### src/core/fcs_pkg.sv
// Package of constants and carrier types for the frame checker statistics block.
package fcs_pkg;

    // ------------------------------------------------------------
    // Register addresses
    // ------------------------------------------------------------
    localparam logic [15:0] FCS_ADDR_SRC_SEL   = 16'h8005;
    localparam logic [15:0] FCS_ADDR_ERR_TALLY = 16'h8008;
    localparam logic [15:0] FCS_ADDR_FRM_HIGH  = 16'h8009;
    localparam logic [15:0] FCS_ADDR_FRM_LOW   = 16'h800A;
    localparam logic [15:0] FCS_ADDR_LEN_ERR   = 16'h800B;
    localparam logic [15:0] FCS_ADDR_ALGN_ERR  = 16'h800C;
    localparam logic [15:0] FCS_ADDR_SYMB_ERR  = 16'h800D;
    localparam logic [15:0] FCS_ADDR_OVERSIZE  = 16'h800E;
    localparam logic [15:0] FCS_ADDR_UNDERSIZE = 16'h800F;
    localparam logic [15:0] FCS_ADDR_ODD_NIB   = 16'h8010;
    localparam logic [15:0] FCS_ADDR_ODD_PRE   = 16'h8011;
    localparam logic [15:0] FCS_ADDR_FALSE_CAR = 16'h8013;
    localparam logic [15:0] FCS_ADDR_GEN_EN    = 16'h8020;
    localparam logic [15:0] FCS_ADDR_MAX_FRM   = 16'h8007;

    // ------------------------------------------------------------
    // Reset values, field positions and limits
    // ------------------------------------------------------------
    localparam logic [15:0] FCS_RST_ZERO       = 16'h0000;
    localparam logic [15:0] FCS_RST_MAX_FRM    = 16'h05EE;
    localparam int          FCS_BIT_ENABLE     = 0;
    localparam logic [15:0] FCS_MIN_FRM_BYTES  = 16'h0040;
    localparam int          FCS_NUM_CAT        = 8;

    // Category indices into the error counter array.
    localparam int FCS_CAT_LEN  = 0;
    localparam int FCS_CAT_ALGN = 1;
    localparam int FCS_CAT_SYMB = 2;
    localparam int FCS_CAT_OSZ  = 3;
    localparam int FCS_CAT_USZ  = 4;
    localparam int FCS_CAT_ODD  = 5;
    localparam int FCS_CAT_PRE  = 6;
    localparam int FCS_CAT_FC   = 7;

    // Register access from the management port.
    typedef struct packed {
        logic        rd;
        logic        wr;
        logic [15:0] addr;
        logic [15:0] wdata;
    } fcs_mgmt_req_t;

    // Per-frame status presented by the receive framer at frame end.
    typedef struct packed {
        logic        frame_end;
        logic [15:0] length;
        logic        len_err;
        logic        algn_err;
        logic        odd_nibble;
        logic        odd_preamble;
    } fcs_frame_info_t;

    // Transmit nibble stream toward the PHY.
    typedef struct packed {
        logic       en;
        logic       er;
        logic [3:0] data;
    } fcs_tx_t;

endpackage : fcs_pkg

### src/core/fcs_counter_bank.sv
// Bank of running category counters with one snapshot register per counter.
`timescale 1ns/1ps
module fcs_counter_bank
    import fcs_pkg::*;
(
    input  wire logic                      core_clk,
    input  wire logic                      rst,
    input  wire logic [FCS_NUM_CAT-1:0]    inc,
    input  wire logic                      capture,
    output      logic [FCS_NUM_CAT*16-1:0] snap
);

    typedef struct packed {
        logic [FCS_NUM_CAT-1:0][15:0] run;
        logic [FCS_NUM_CAT-1:0][15:0] snap;
    } fcs_bank_state_t;

    fcs_bank_state_t state_ff;
    fcs_bank_state_t nxt_state;

    // ------------------------------------------------------------
    // Counting and capture
    // ------------------------------------------------------------
    // Each counter advances on its event; the capture copies the value
    // including an event of the same cycle, so no event is lost.
    always_comb begin
        nxt_state = state_ff;
        for (int i = 0; i < FCS_NUM_CAT; i++) begin
            if (inc[i]) begin
                nxt_state.run[i] = state_ff.run[i] + 16'h0001;
            end
            if (capture) begin
                nxt_state.snap[i] = nxt_state.run[i];
            end
        end
    end

    // Registers the bank state.
    always_ff @(posedge core_clk or posedge rst) begin
        if (rst) begin
            state_ff <= '0;
        end else begin
            state_ff <= nxt_state;
        end
    end

    // Snapshots leave straight from flip-flops.
    assign snap = state_ff.snap;
endmodule // fcs_counter_bank

### src/core/fcs_stats.sv
// Frame checker statistics, snapshot registers and frame generator source select.
`timescale 1ns/1ps
module fcs_stats
    import fcs_pkg::*;
(
    input  wire logic            core_clk,
    input  wire logic            rst,
    input  wire fcs_mgmt_req_t   mgmt_req,
    output      logic [15:0]     mgmt_rdata,
    output      logic            mgmt_rvalid,
    input  wire fcs_frame_info_t rx_info,
    input  wire fcs_frame_info_t txin_info,
    input  wire logic            rx_dv,
    input  wire logic            rx_er,
    input  wire logic            txin_dv,
    input  wire logic            txin_er,
    input  wire logic            bad_ssd,
    input  wire logic            rx_error_event,
    input  wire logic            diag_clk_on,
    input  wire fcs_tx_t         mac_tx,
    input  wire fcs_tx_t         gen_tx,
    output      fcs_tx_t         phy_tx,
    output      logic            gen_active
);

    // ------------------------------------------------------------
    // State
    // ------------------------------------------------------------
    typedef struct packed {
        logic [31:0] frames;
        logic [15:0] frames_low_snap;
        logic [15:0] frames_high_snap;
        logic [15:0] err_tally;
        logic        src_sel;
        logic        gen_en;
        logic [15:0] max_frm;
        logic        symb_seen;
        logic [15:0] rdata;
        logic        rvalid;
        fcs_tx_t     tx;
        logic        gen_active;
    } fcs_state_t;

    fcs_state_t               state_ff;
    fcs_state_t               nxt_state;
    logic [FCS_NUM_CAT-1:0]   cat_inc;
    logic [FCS_NUM_CAT*16-1:0] cat_snap;
    logic                     tally_read;
    fcs_frame_info_t          sel_info;
    logic                     sel_dv;
    logic                     sel_er;

    // Picks one category's snapshot from the flat bank output.
    function automatic logic [15:0] cat_word(input logic [FCS_NUM_CAT*16-1:0] v,
                                             input int idx);
        cat_word = v[idx*16 +: 16];
    endfunction

    // ------------------------------------------------------------
    // Source selection for the checker
    // ------------------------------------------------------------
    // Set picks frames from the MAC side bound for transmit; clear picks
    // frames received from the remote end.
    always_comb begin
        if (state_ff.src_sel) begin
            sel_info = txin_info;
            sel_dv   = txin_dv;
            sel_er   = txin_er;
        end else begin
            sel_info = rx_info;
            sel_dv   = rx_dv;
            sel_er   = rx_er;
        end
    end

    // A tally read is the trigger for the snapshot of everything.
    assign tally_read = mgmt_req.rd && (mgmt_req.addr == FCS_ADDR_ERR_TALLY);

    // Category events, one per frame end except the false carrier event.
    always_comb begin
        cat_inc               = '0;
        cat_inc[FCS_CAT_LEN]  = sel_info.frame_end && sel_info.len_err;
        cat_inc[FCS_CAT_ALGN] = sel_info.frame_end && sel_info.algn_err;
        cat_inc[FCS_CAT_SYMB] = sel_info.frame_end
                                && (state_ff.symb_seen || (sel_dv && sel_er));
        cat_inc[FCS_CAT_OSZ]  = sel_info.frame_end
                                && (sel_info.length > state_ff.max_frm);
        cat_inc[FCS_CAT_USZ]  = sel_info.frame_end
                                && (sel_info.length < FCS_MIN_FRM_BYTES);
        cat_inc[FCS_CAT_ODD]  = sel_info.frame_end && sel_info.odd_nibble;
        cat_inc[FCS_CAT_PRE]  = sel_info.frame_end && sel_info.odd_preamble;
        cat_inc[FCS_CAT_FC]   = bad_ssd;
    end

    // The bank holds the eight running counters and their snapshots.
    fcs_counter_bank u_bank (
        .core_clk (core_clk),
        .rst      (rst),
        .inc      (cat_inc),
        .capture  (tally_read),
        .snap     (cat_snap)
    );

    // ------------------------------------------------------------
    // Next-state logic
    // ------------------------------------------------------------
    always_comb begin
        nxt_state = state_ff;
        nxt_state.rvalid = 1'b0;
        // Symbol error seen during the current frame.
        if (sel_dv && sel_er) begin
            nxt_state.symb_seen = 1'b1;
        end
        if (sel_info.frame_end) begin
            nxt_state.symb_seen = 1'b0;
            nxt_state.frames    = state_ff.frames + 32'h0000_0001;
        end
        // Error tally advances; a read clears it, but an event in the
        // same cycle survives as a count of one.
        if (tally_read) begin
            nxt_state.err_tally = rx_error_event ? 16'h0001 : FCS_RST_ZERO;
            nxt_state.frames_low_snap  = nxt_state.frames[15:0];
            nxt_state.frames_high_snap = nxt_state.frames[31:16];
        end else if (rx_error_event) begin
            nxt_state.err_tally = state_ff.err_tally + 16'h0001;
        end
        // Writes to the control registers.
        if (mgmt_req.wr) begin
            case (mgmt_req.addr)
                FCS_ADDR_SRC_SEL: nxt_state.src_sel = mgmt_req.wdata[FCS_BIT_ENABLE];
                FCS_ADDR_GEN_EN:  nxt_state.gen_en  = mgmt_req.wdata[FCS_BIT_ENABLE];
                FCS_ADDR_MAX_FRM: nxt_state.max_frm = mgmt_req.wdata;
                default:          nxt_state.max_frm = nxt_state.max_frm;
            endcase
        end
        // Read data, returned one cycle after the read.
        if (mgmt_req.rd) begin
            nxt_state.rvalid = 1'b1;
            case (mgmt_req.addr)
                FCS_ADDR_SRC_SEL:   nxt_state.rdata = {15'h0000, state_ff.src_sel};
                FCS_ADDR_ERR_TALLY: nxt_state.rdata = state_ff.err_tally;
                FCS_ADDR_FRM_HIGH:  nxt_state.rdata = state_ff.frames_high_snap;
                FCS_ADDR_FRM_LOW:   nxt_state.rdata = state_ff.frames_low_snap;
                FCS_ADDR_LEN_ERR:   nxt_state.rdata = cat_word(cat_snap, FCS_CAT_LEN);
                FCS_ADDR_ALGN_ERR:  nxt_state.rdata = cat_word(cat_snap, FCS_CAT_ALGN);
                FCS_ADDR_SYMB_ERR:  nxt_state.rdata = cat_word(cat_snap, FCS_CAT_SYMB);
                FCS_ADDR_OVERSIZE:  nxt_state.rdata = cat_word(cat_snap, FCS_CAT_OSZ);
                FCS_ADDR_UNDERSIZE: nxt_state.rdata = cat_word(cat_snap, FCS_CAT_USZ);
                FCS_ADDR_ODD_NIB:   nxt_state.rdata = cat_word(cat_snap, FCS_CAT_ODD);
                FCS_ADDR_ODD_PRE:   nxt_state.rdata = cat_word(cat_snap, FCS_CAT_PRE);
                FCS_ADDR_FALSE_CAR: nxt_state.rdata = cat_word(cat_snap, FCS_CAT_FC);
                FCS_ADDR_GEN_EN:    nxt_state.rdata = {15'h0000, state_ff.gen_en};
                FCS_ADDR_MAX_FRM:   nxt_state.rdata = state_ff.max_frm;
                default:            nxt_state.rdata = FCS_RST_ZERO;
            endcase
        end
        // Transmit source: generator whenever enabled; only the active flag also needs its clock.
        nxt_state.gen_active = state_ff.gen_en && diag_clk_on; // Needs the diagnostic clock.
        nxt_state.tx = state_ff.gen_en ? gen_tx : mac_tx;
    end

    // ------------------------------------------------------------
    // State register
    // ------------------------------------------------------------
    always_ff @(posedge core_clk or posedge rst) begin
        if (rst) begin
            state_ff         <= '0;
            state_ff.max_frm <= FCS_RST_MAX_FRM;
        end else begin
            state_ff <= nxt_state;
        end
    end

    // Outputs come straight from the state register.
    assign mgmt_rdata  = state_ff.rdata;
    assign mgmt_rvalid = state_ff.rvalid;
    assign phy_tx      = state_ff.tx;
    assign gen_active  = state_ff.gen_active;
endmodule // fcs_stats

### config.mk
export PLATFORM = sky130hd
export DESIGN_NAME = fcs_stats
export DESIGN_NICKNAME = d
export VERILOG_FILES = /design/src/core/fcs_pkg.sv /design/src/core/fcs_counter_bank.sv /design/src/core/fcs_stats.sv
export SDC_FILE = /design/constraint.sdc
export NUM_CORES = 1
export LEC_CHECK = 0
export ABC_AREA = 1
export BUFFER_PORTS_ARGS = -buffer_cell sky130_fd_sc_hd__buf_2
export CORE_ASPECT_RATIO = 1.2
export CORE_UTILIZATION = 55
export DETAILED_ROUTE_END_ITERATION = 6
export PLACE_DENSITY = 0.77
export SLEW_MARGIN = 10
export SYNTH_ARGS = -nofsm -noshare
export SYNTH_HDL_FRONTEND = slang
export SYNTH_SLANG_ARGS = --single-unit
### constraint.sdc
create_clock -name core_clk -period 11.4 [get_ports core_clk]
set_input_delay 0.57 -clock core_clk [delete_from_list [all_inputs] [get_ports core_clk]]
set_output_delay 0.57 -clock core_clk [all_outputs]
set_load 0.1 [all_outputs]
==> results.sh, run 1 <==
export IMPL_endpoint="u_bank.snap[62]"
export IMPL_syn_to_final_growth_pct=9.77
export IMPL_seqCellArea_um2=9490
export IMPL_rrSetupSlack_ns=7.41
export IMPL_std_cell_rows=75
export IMPL_yosysWarnings=0
export IMPL_async_reset_ff_share_pct=100
export IMPL_setup_tns_ns=0
export IMPL_multi_input_area_um2=8770
export IMPL_ant_nets=0
export IMPL_synth_top_area_share_pct=47.0
export IMPL_max_freq_ghz=0.251
export IMPL_grt_antenna_before_repair=2
export IMPL_post_cts_setup_buffer_count=0
export IMPL_coreArea_um2=35200
export IMPL_path_max_fanout=25
export IMPL_ioPinCount=121
export IMPL_path_clk_slew_ns=0.07
export IMPL_design_die_area_um2=36700
export IMPL_max_cap_violations=0
export IMPL_crit_start="state_ff[42]"
export IMPL_fillers=3014
export IMPL_fp_dieW_um=175
export IMPL_htreeDepth=2
export IMPL_period_share_pct=35.0
export IMPL_nets=2713
export IMPL_ctsHoldBuffers=0
export IMPL_dpl_cell_count=3012
export IMPL_grt_max_degree=185
export IMPL_dp_hpwl_mm=35.9
export IMPL_ctsResizeCount=0
export IMPL_dpl_cell_area_um2=20400
export IMPL_post_route_drc_count=0
export IMPL_drt_total_wl_mm=50.9
export IMPL_cts_buffers=38
export IMPL_gp_congestion=0.916
export IMPL_powerDensity_nw_per_um2=148
export IMPL_overflow=0
export IMPL_clock_path_buffers=3
export IMPL_outcome="complete, no violations"
export IMPL_synthTopCellsByArea="dfrtp_1 (47%), nand2_1 (17%), nand3_1 (7.1%), inv_1 (4.0%), nor2_1 (3.7%)"
export IMPL_yosysSeqAreaShare_pct=48.1
export IMPL_drive_gt1_share_pct=9.82
export IMPL_routed_via_density=5.49
export IMPL_synth_cells=2530
export IMPL_vias=16900
export IMPL_cts_root_buffer="clkbuf_16"
export IMPL_grt_pass1_wl_mm=83.7
export IMPL_end_kind="flop"
export IMPL_grt_pass1_vias=16700
export IMPL_clock_latency_ns=0.54
export IMPL_power_total_w=0.00322
export IMPL_vdd_ir_drop_max_uv=124
export IMPL_post_route_util_pct=61.6
export IMPL_power_leakage_nw=11.3
export IMPL_cts_sinks=379
export IMPL_hp_class="in2async"
export IMPL_slew_headroom_pct=18.7
export IMPL_r2r_start="state_ff[42]"
export IMPL_tightest_slew_ns=1.21
export IMPL_cts_tree="yes"
export IMPL_synth_cell_types=43
export IMPL_r2r_end="u_bank.snap[62]"
export IMPL_syn_area_um2=19700
export IMPL_rsz0062_at_grt="no"
export IMPL_yosys_area_top_type="dfrtp_1"
export IMPL_die_y_um=210
export IMPL_start_kind="flop"
export IMPL_fin_cells=3081
export IMPL_setup_viol=0
export IMPL_wire_per_inst_um=16.5
export IMPL_setup_worst_path_class="reg2reg"
export IMPL_avgSynthCellArea_um2=7.81
export IMPL_period_needed_ns=3.99
export IMPL_synth_ff_type="dfrtp_1"
export IMPL_finClkSkew_ns=0.0214
export IMPL_critPathRequiredTime_ns=11.81
export IMPL_synth_edf_count=0
export IMPL_hold_viol=0
export IMPL_rr_worst_depth=13
export IMPL_drt_iter0_drc=1417
export IMPL_port_buffers=120
export IMPL_slew_viol_final=0
export IMPL_ys_ff_latch=379
export IMPL_cp_data_arrival_time_ns=4.40
export IMPL_grtUsageTotal_pct=28.4
export IMPL_stdcell_area_um2=21700
export IMPL_start_util_pct=56.1
export IMPL_syn_nets=2653
export IMPL_drt_first_pass_iters=7
==> cells by family after synthesis <==
kind of cell    after synthesis  synth area share (%)
compound gates              111                  2.96
xor+xnor                    108                  4.94
simple gates               1574                  34.8
buf+inv                     331                  7.55
flops                       379                  48.1
fa+ha+maj                    26                  1.65
mux                           1                0.0507
==> synthesized netlist by cell type (24+ instances only) <==
cell,n
nor2_1,194
nand2_1,884
nand3_1,281
ha_1,26
nor3_1,48
o21ai_0,62
dfrtp_1,371
inv_1,210
and2_1,25
buf_4,24
a21oi_1,25
nand4_1,88
clkbuf_1,25
buf_2,41
xor2_1,70
xnor2_1,34
==> routing by layer <==
layer | global-route usage, % | part of all wire (%) | vias up
li1 | - | - | 8171
met1 | 37.6 | 42 | 8078
met2 | 47.3 | 49 | 565
met3 | 3.32 | 5.2 | 116
met4 | 11.9 | 3.8 | 0
met5 | 0 | 0 | -
==> cell type report <==
cell class              instances  share of cell area, %
clock inverters                16                   1.08
inverters                     220                   3.87
clock buffers                  51                   4.89
multi-input cells            1820                   40.5
flip-flops and latches        379                   43.8
well taps                     462                   2.67
repair buffers                131                   3.21
diodes                          2                 0.0231
==> critical path, cell delays in order, from the launching register on <==
cell and delay (ns):
dfrtp_1 0.90, inv_4 0.24, nand2_1 0.15, nand2_1 0.10, ha_1 0.31, nand2_1 0.09
nor3_1 0.31, nand2_1 0.10, nand2_1 0.64, nand3_1 0.55, nand2_1 0.19, nand2_1 0.10
nand2_1 0.08, nand2_1 0.06
==> report_power, final <==
part	internal (W)	total [W]	switching, W
Clock	0.000771	0.00131	0.000534
Sequential	0.00145	0.00155	0.000105
Combinational	0.000122	0.000361	0.000239
==> worst min-delay path by stage <==
stage	from	to	slack (ns)	cells past startpoint
2_1_floorplan	state_ff[75]	state_ff[75]	0.44	2
5_1_grt	diag_clk_on	gen_active	0.22	3
4_1_cts	mac_tx[0]	phy_tx[0]	0.21	3
3_5_place_dp	state_ff[77]	state_ff[77]	0.47	2
3_3_place_gp	u_bank.snap[96]	u_bank.snap[96]	0.45	2
6_report	rst	state_ff[121]	0.19	2
==> flip-flops by register name, indices dropped and copies added, names as in the netlist <==
| name | cells |
|---|---|
| gen_active | 1 |
| state_ff | 99 |
| mgmt_rdata | 16 |
| u_bank.snap | 128 |
| u_bank.state_ff | 128 |
| mgmt_rvalid | 1 |
| phy_tx | 6 |
==> stage by stage <==
stage / setup slack [ns] / hold slack [ns]
CTS: 7.45 / 0.211
detailed placement: 6.94 / 0.465
floorplan: 0.314 / 0.443
global route: 6.99 / 0.222
global placement: 7.08 / 0.454
finish: 7.41 / 0.190
==> cell usage in the layout, fill, tap and decap left out, drive strengths merged, types with 2 or more instances in the layout <==
master,n
clkbuf,51
nand3b,5
diode,2
inv,222
bufinv,5
xnor2,38
nor2,211
o21bai,4
clkinv,8
dfrtp,371
a21o,4
a31oi,5
and2,25
o21ai,72
nand4,89
nor3b,2
nand3,284
xor2,70
buf,131
nand2,895
a21oi,25
nor3,59
dfstp,8
or2,2
ha,26
Note: power is estimated with default switching activity, not from simulation.
==> run 2: changes to the inputs <==
==> constraint.sdc (replaced) <==
create_clock -name core_clk -period 3.3 [get_ports core_clk]
set_input_delay 0.165 -clock core_clk [delete_from_list [all_inputs] [get_ports core_clk]]
set_output_delay 0.165 -clock core_clk [all_outputs]
set_load 0.1 [all_outputs]
==> results.sh, run 2 (synthesized netlist as in run 1, its figures left out) <==
export IMPL_outcome="complete, no violations"
export IMPL_r2r_start="state_ff[42]"
export IMPL_ctsResizeCount=0
export IMPL_wire_per_inst_um=17.0
export IMPL_std_cell_rows=75
export IMPL_powerDensity_nw_per_um2=497
export IMPL_post_route_drc_count=0
export IMPL_tightest_slew_ns=1.03
export IMPL_slew_viol_final=0
export IMPL_period_needed_ns=3.05
export IMPL_finClkSkew_ns=0.0214
export IMPL_layout_commonest_cell="nand2_1"
export IMPL_power_leakage_nw=11.5
export IMPL_clock_latency_ns=0.54
export IMPL_coreArea_um2=35200
export IMPL_setup_viol=0
export IMPL_nets=2772
export IMPL_cp_data_arrival_time_ns=3.48
export IMPL_cts_root_buffer="clkbuf_16"
export IMPL_critPathRequiredTime_ns=3.73
export IMPL_clock_path_buffers=3
export IMPL_drt_first_pass_iters=6
export IMPL_ant_nets=0
export IMPL_drt_total_wl_mm=53.6
export IMPL_power_total_w=0.0110
export IMPL_syn_to_final_growth_pct=12.4
export IMPL_grt_max_degree=109
export IMPL_slew_headroom_pct=31.2
export IMPL_start_kind="flop"
export IMPL_routed_via_density=5.54
export IMPL_max_cap_violations=0
export IMPL_final_cell_mix="nand2_1 (884), dfrtp_1 (371), nand3_1 (281), inv_1 (209), nor2_1 (194)"
export IMPL_cts_buffers=39
export IMPL_gp_congestion=0.947
export IMPL_cts_tree="yes"
export IMPL_drt_iter0_drc=1460
export IMPL_die_y_um=210
export IMPL_ioPinCount=121
export IMPL_cts_sinks=379
export IMPL_dpl_cell_area_um2=20600
export IMPL_path_max_fanout=23
export IMPL_htreeDepth=2
export IMPL_grt_pass1_vias=17000
export IMPL_max_freq_ghz=0.327
export IMPL_stdcell_area_um2=22200
export IMPL_dp_hpwl_mm=37.9
export IMPL_path_cells="inv_4 > nand2_1 > nand2_1 > ha_1 > nand2_1 > nor3_1 > nand2_1 > nand2_1 > buf_4 > nand3_1 > nand2_1 > nand2_1 > nand2_1 > nand2_1"
export IMPL_rsz0062_at_grt="no"
export IMPL_fp_dieW_um=175
export IMPL_vdd_ir_drop_max_uv=439
export IMPL_hp_class="in2reg"
export IMPL_drive_gt1_share_pct=10.5
export IMPL_grtUsageTotal_pct=29.7
export IMPL_dpl_cell_count=3033
export IMPL_path_clk_slew_ns=0.07
export IMPL_post_cts_setup_buffer_count=0
export IMPL_grt_pass1_wl_mm=86.8
export IMPL_crit_start="state_ff[42]"
export IMPL_grt_antenna_before_repair=3
export IMPL_slowest_stage="dfrtp_1"
export IMPL_min_from="mgmt_req[33]"
export IMPL_setup_worst_path_class="reg2reg"
export IMPL_overflow=0
export IMPL_vias=17400
export IMPL_period_share_pct=92.6
export IMPL_max_stage_delay_ns=0.66
export IMPL_end_kind="flop"
export IMPL_holdWs_ns=0.0154
export IMPL_hold_viol=0
export IMPL_fin_cells=3141
export IMPL_start_util_pct=56.1
export IMPL_design_die_area_um2=36700
export IMPL_crit_top_cell="nand2_1"
export IMPL_port_buffers=120
-- run 2: worst max-delay path, delay by kind of cell (launching register included) --
family	cells	cell delay (ns)
and+or+nand+nor	11	1.50
buffers and inverters	2	0.46
adders and majority gates	1	0.30
DFF	1	0.66
-- run 2: timing repair --
item	in CTS	in global routing
endpoints found under the setup margin	0	0
hold endpoints to repair	57	0
hold buffers	37	0
-- run 2: metal layers --
layer / up-vias / part of all wire [%] / track usage (%)
met5: - / 0 / 0
met3: 167 / 5.7 / 3.79
met2: 642 / 48 / 48.8
li1: 8277 / - / -
met4: 0 / 5.2 / 15.2
met1: 8326 / 41 / 38.8
-- run 2: final timing paths --
path                                         to  slack, ns  cells past startpoint
setup / recovery                u_bank.snap[51]       0.25                     14
hold / removal                      mgmt_rvalid       0.02                      2
setup reg to reg                u_bank.snap[51]       0.25                     14
hold reg to reg                 u_bank.snap[16]       0.48                      2
max in group asynchronous  u_bank.state_ff[195]       1.98                      4
min in group asynchronous          state_ff[91]       0.32                      3
-- run 2: metrics by stage --
stage | worst slack, ns | TNS (ns) | util [%]
CTS | 0.276 | 0 | 63.1
global route | 0.0334 | 0 | 63.1
finish | 0.246 | 0 | 63.1
detailed placement | 0.306 | 0 | 58.5
global placement | 0.474 | 0 | 58.5
floorplan | -1.95 | -728.09 | -
-- run 2: area by class of cell --
type                    instances  area [µm²]
multi-input cells            1820        8770
diodes                          3        7.51
fillers                      2979       13000
clock inverters                16         161
clock buffers                  52        1090
inverters                     220         835
repair buffers                189        1260
well taps                     462         578
flip-flops and latches        379        9490
-- run 2: where the power goes --
group / switching (W) / internal (W) / total [W] / leakage (nW)
logic: 0.000824 / 0.000459 / 0.00128 / 5.93
clock network: 0.00184 / 0.00256 / 0.00441 / 0.628
registers: 0.000353 / 0.00500 / 0.00535 / 4.97
total: 0.00302 / 0.00802 / 0.0110 / 11.5
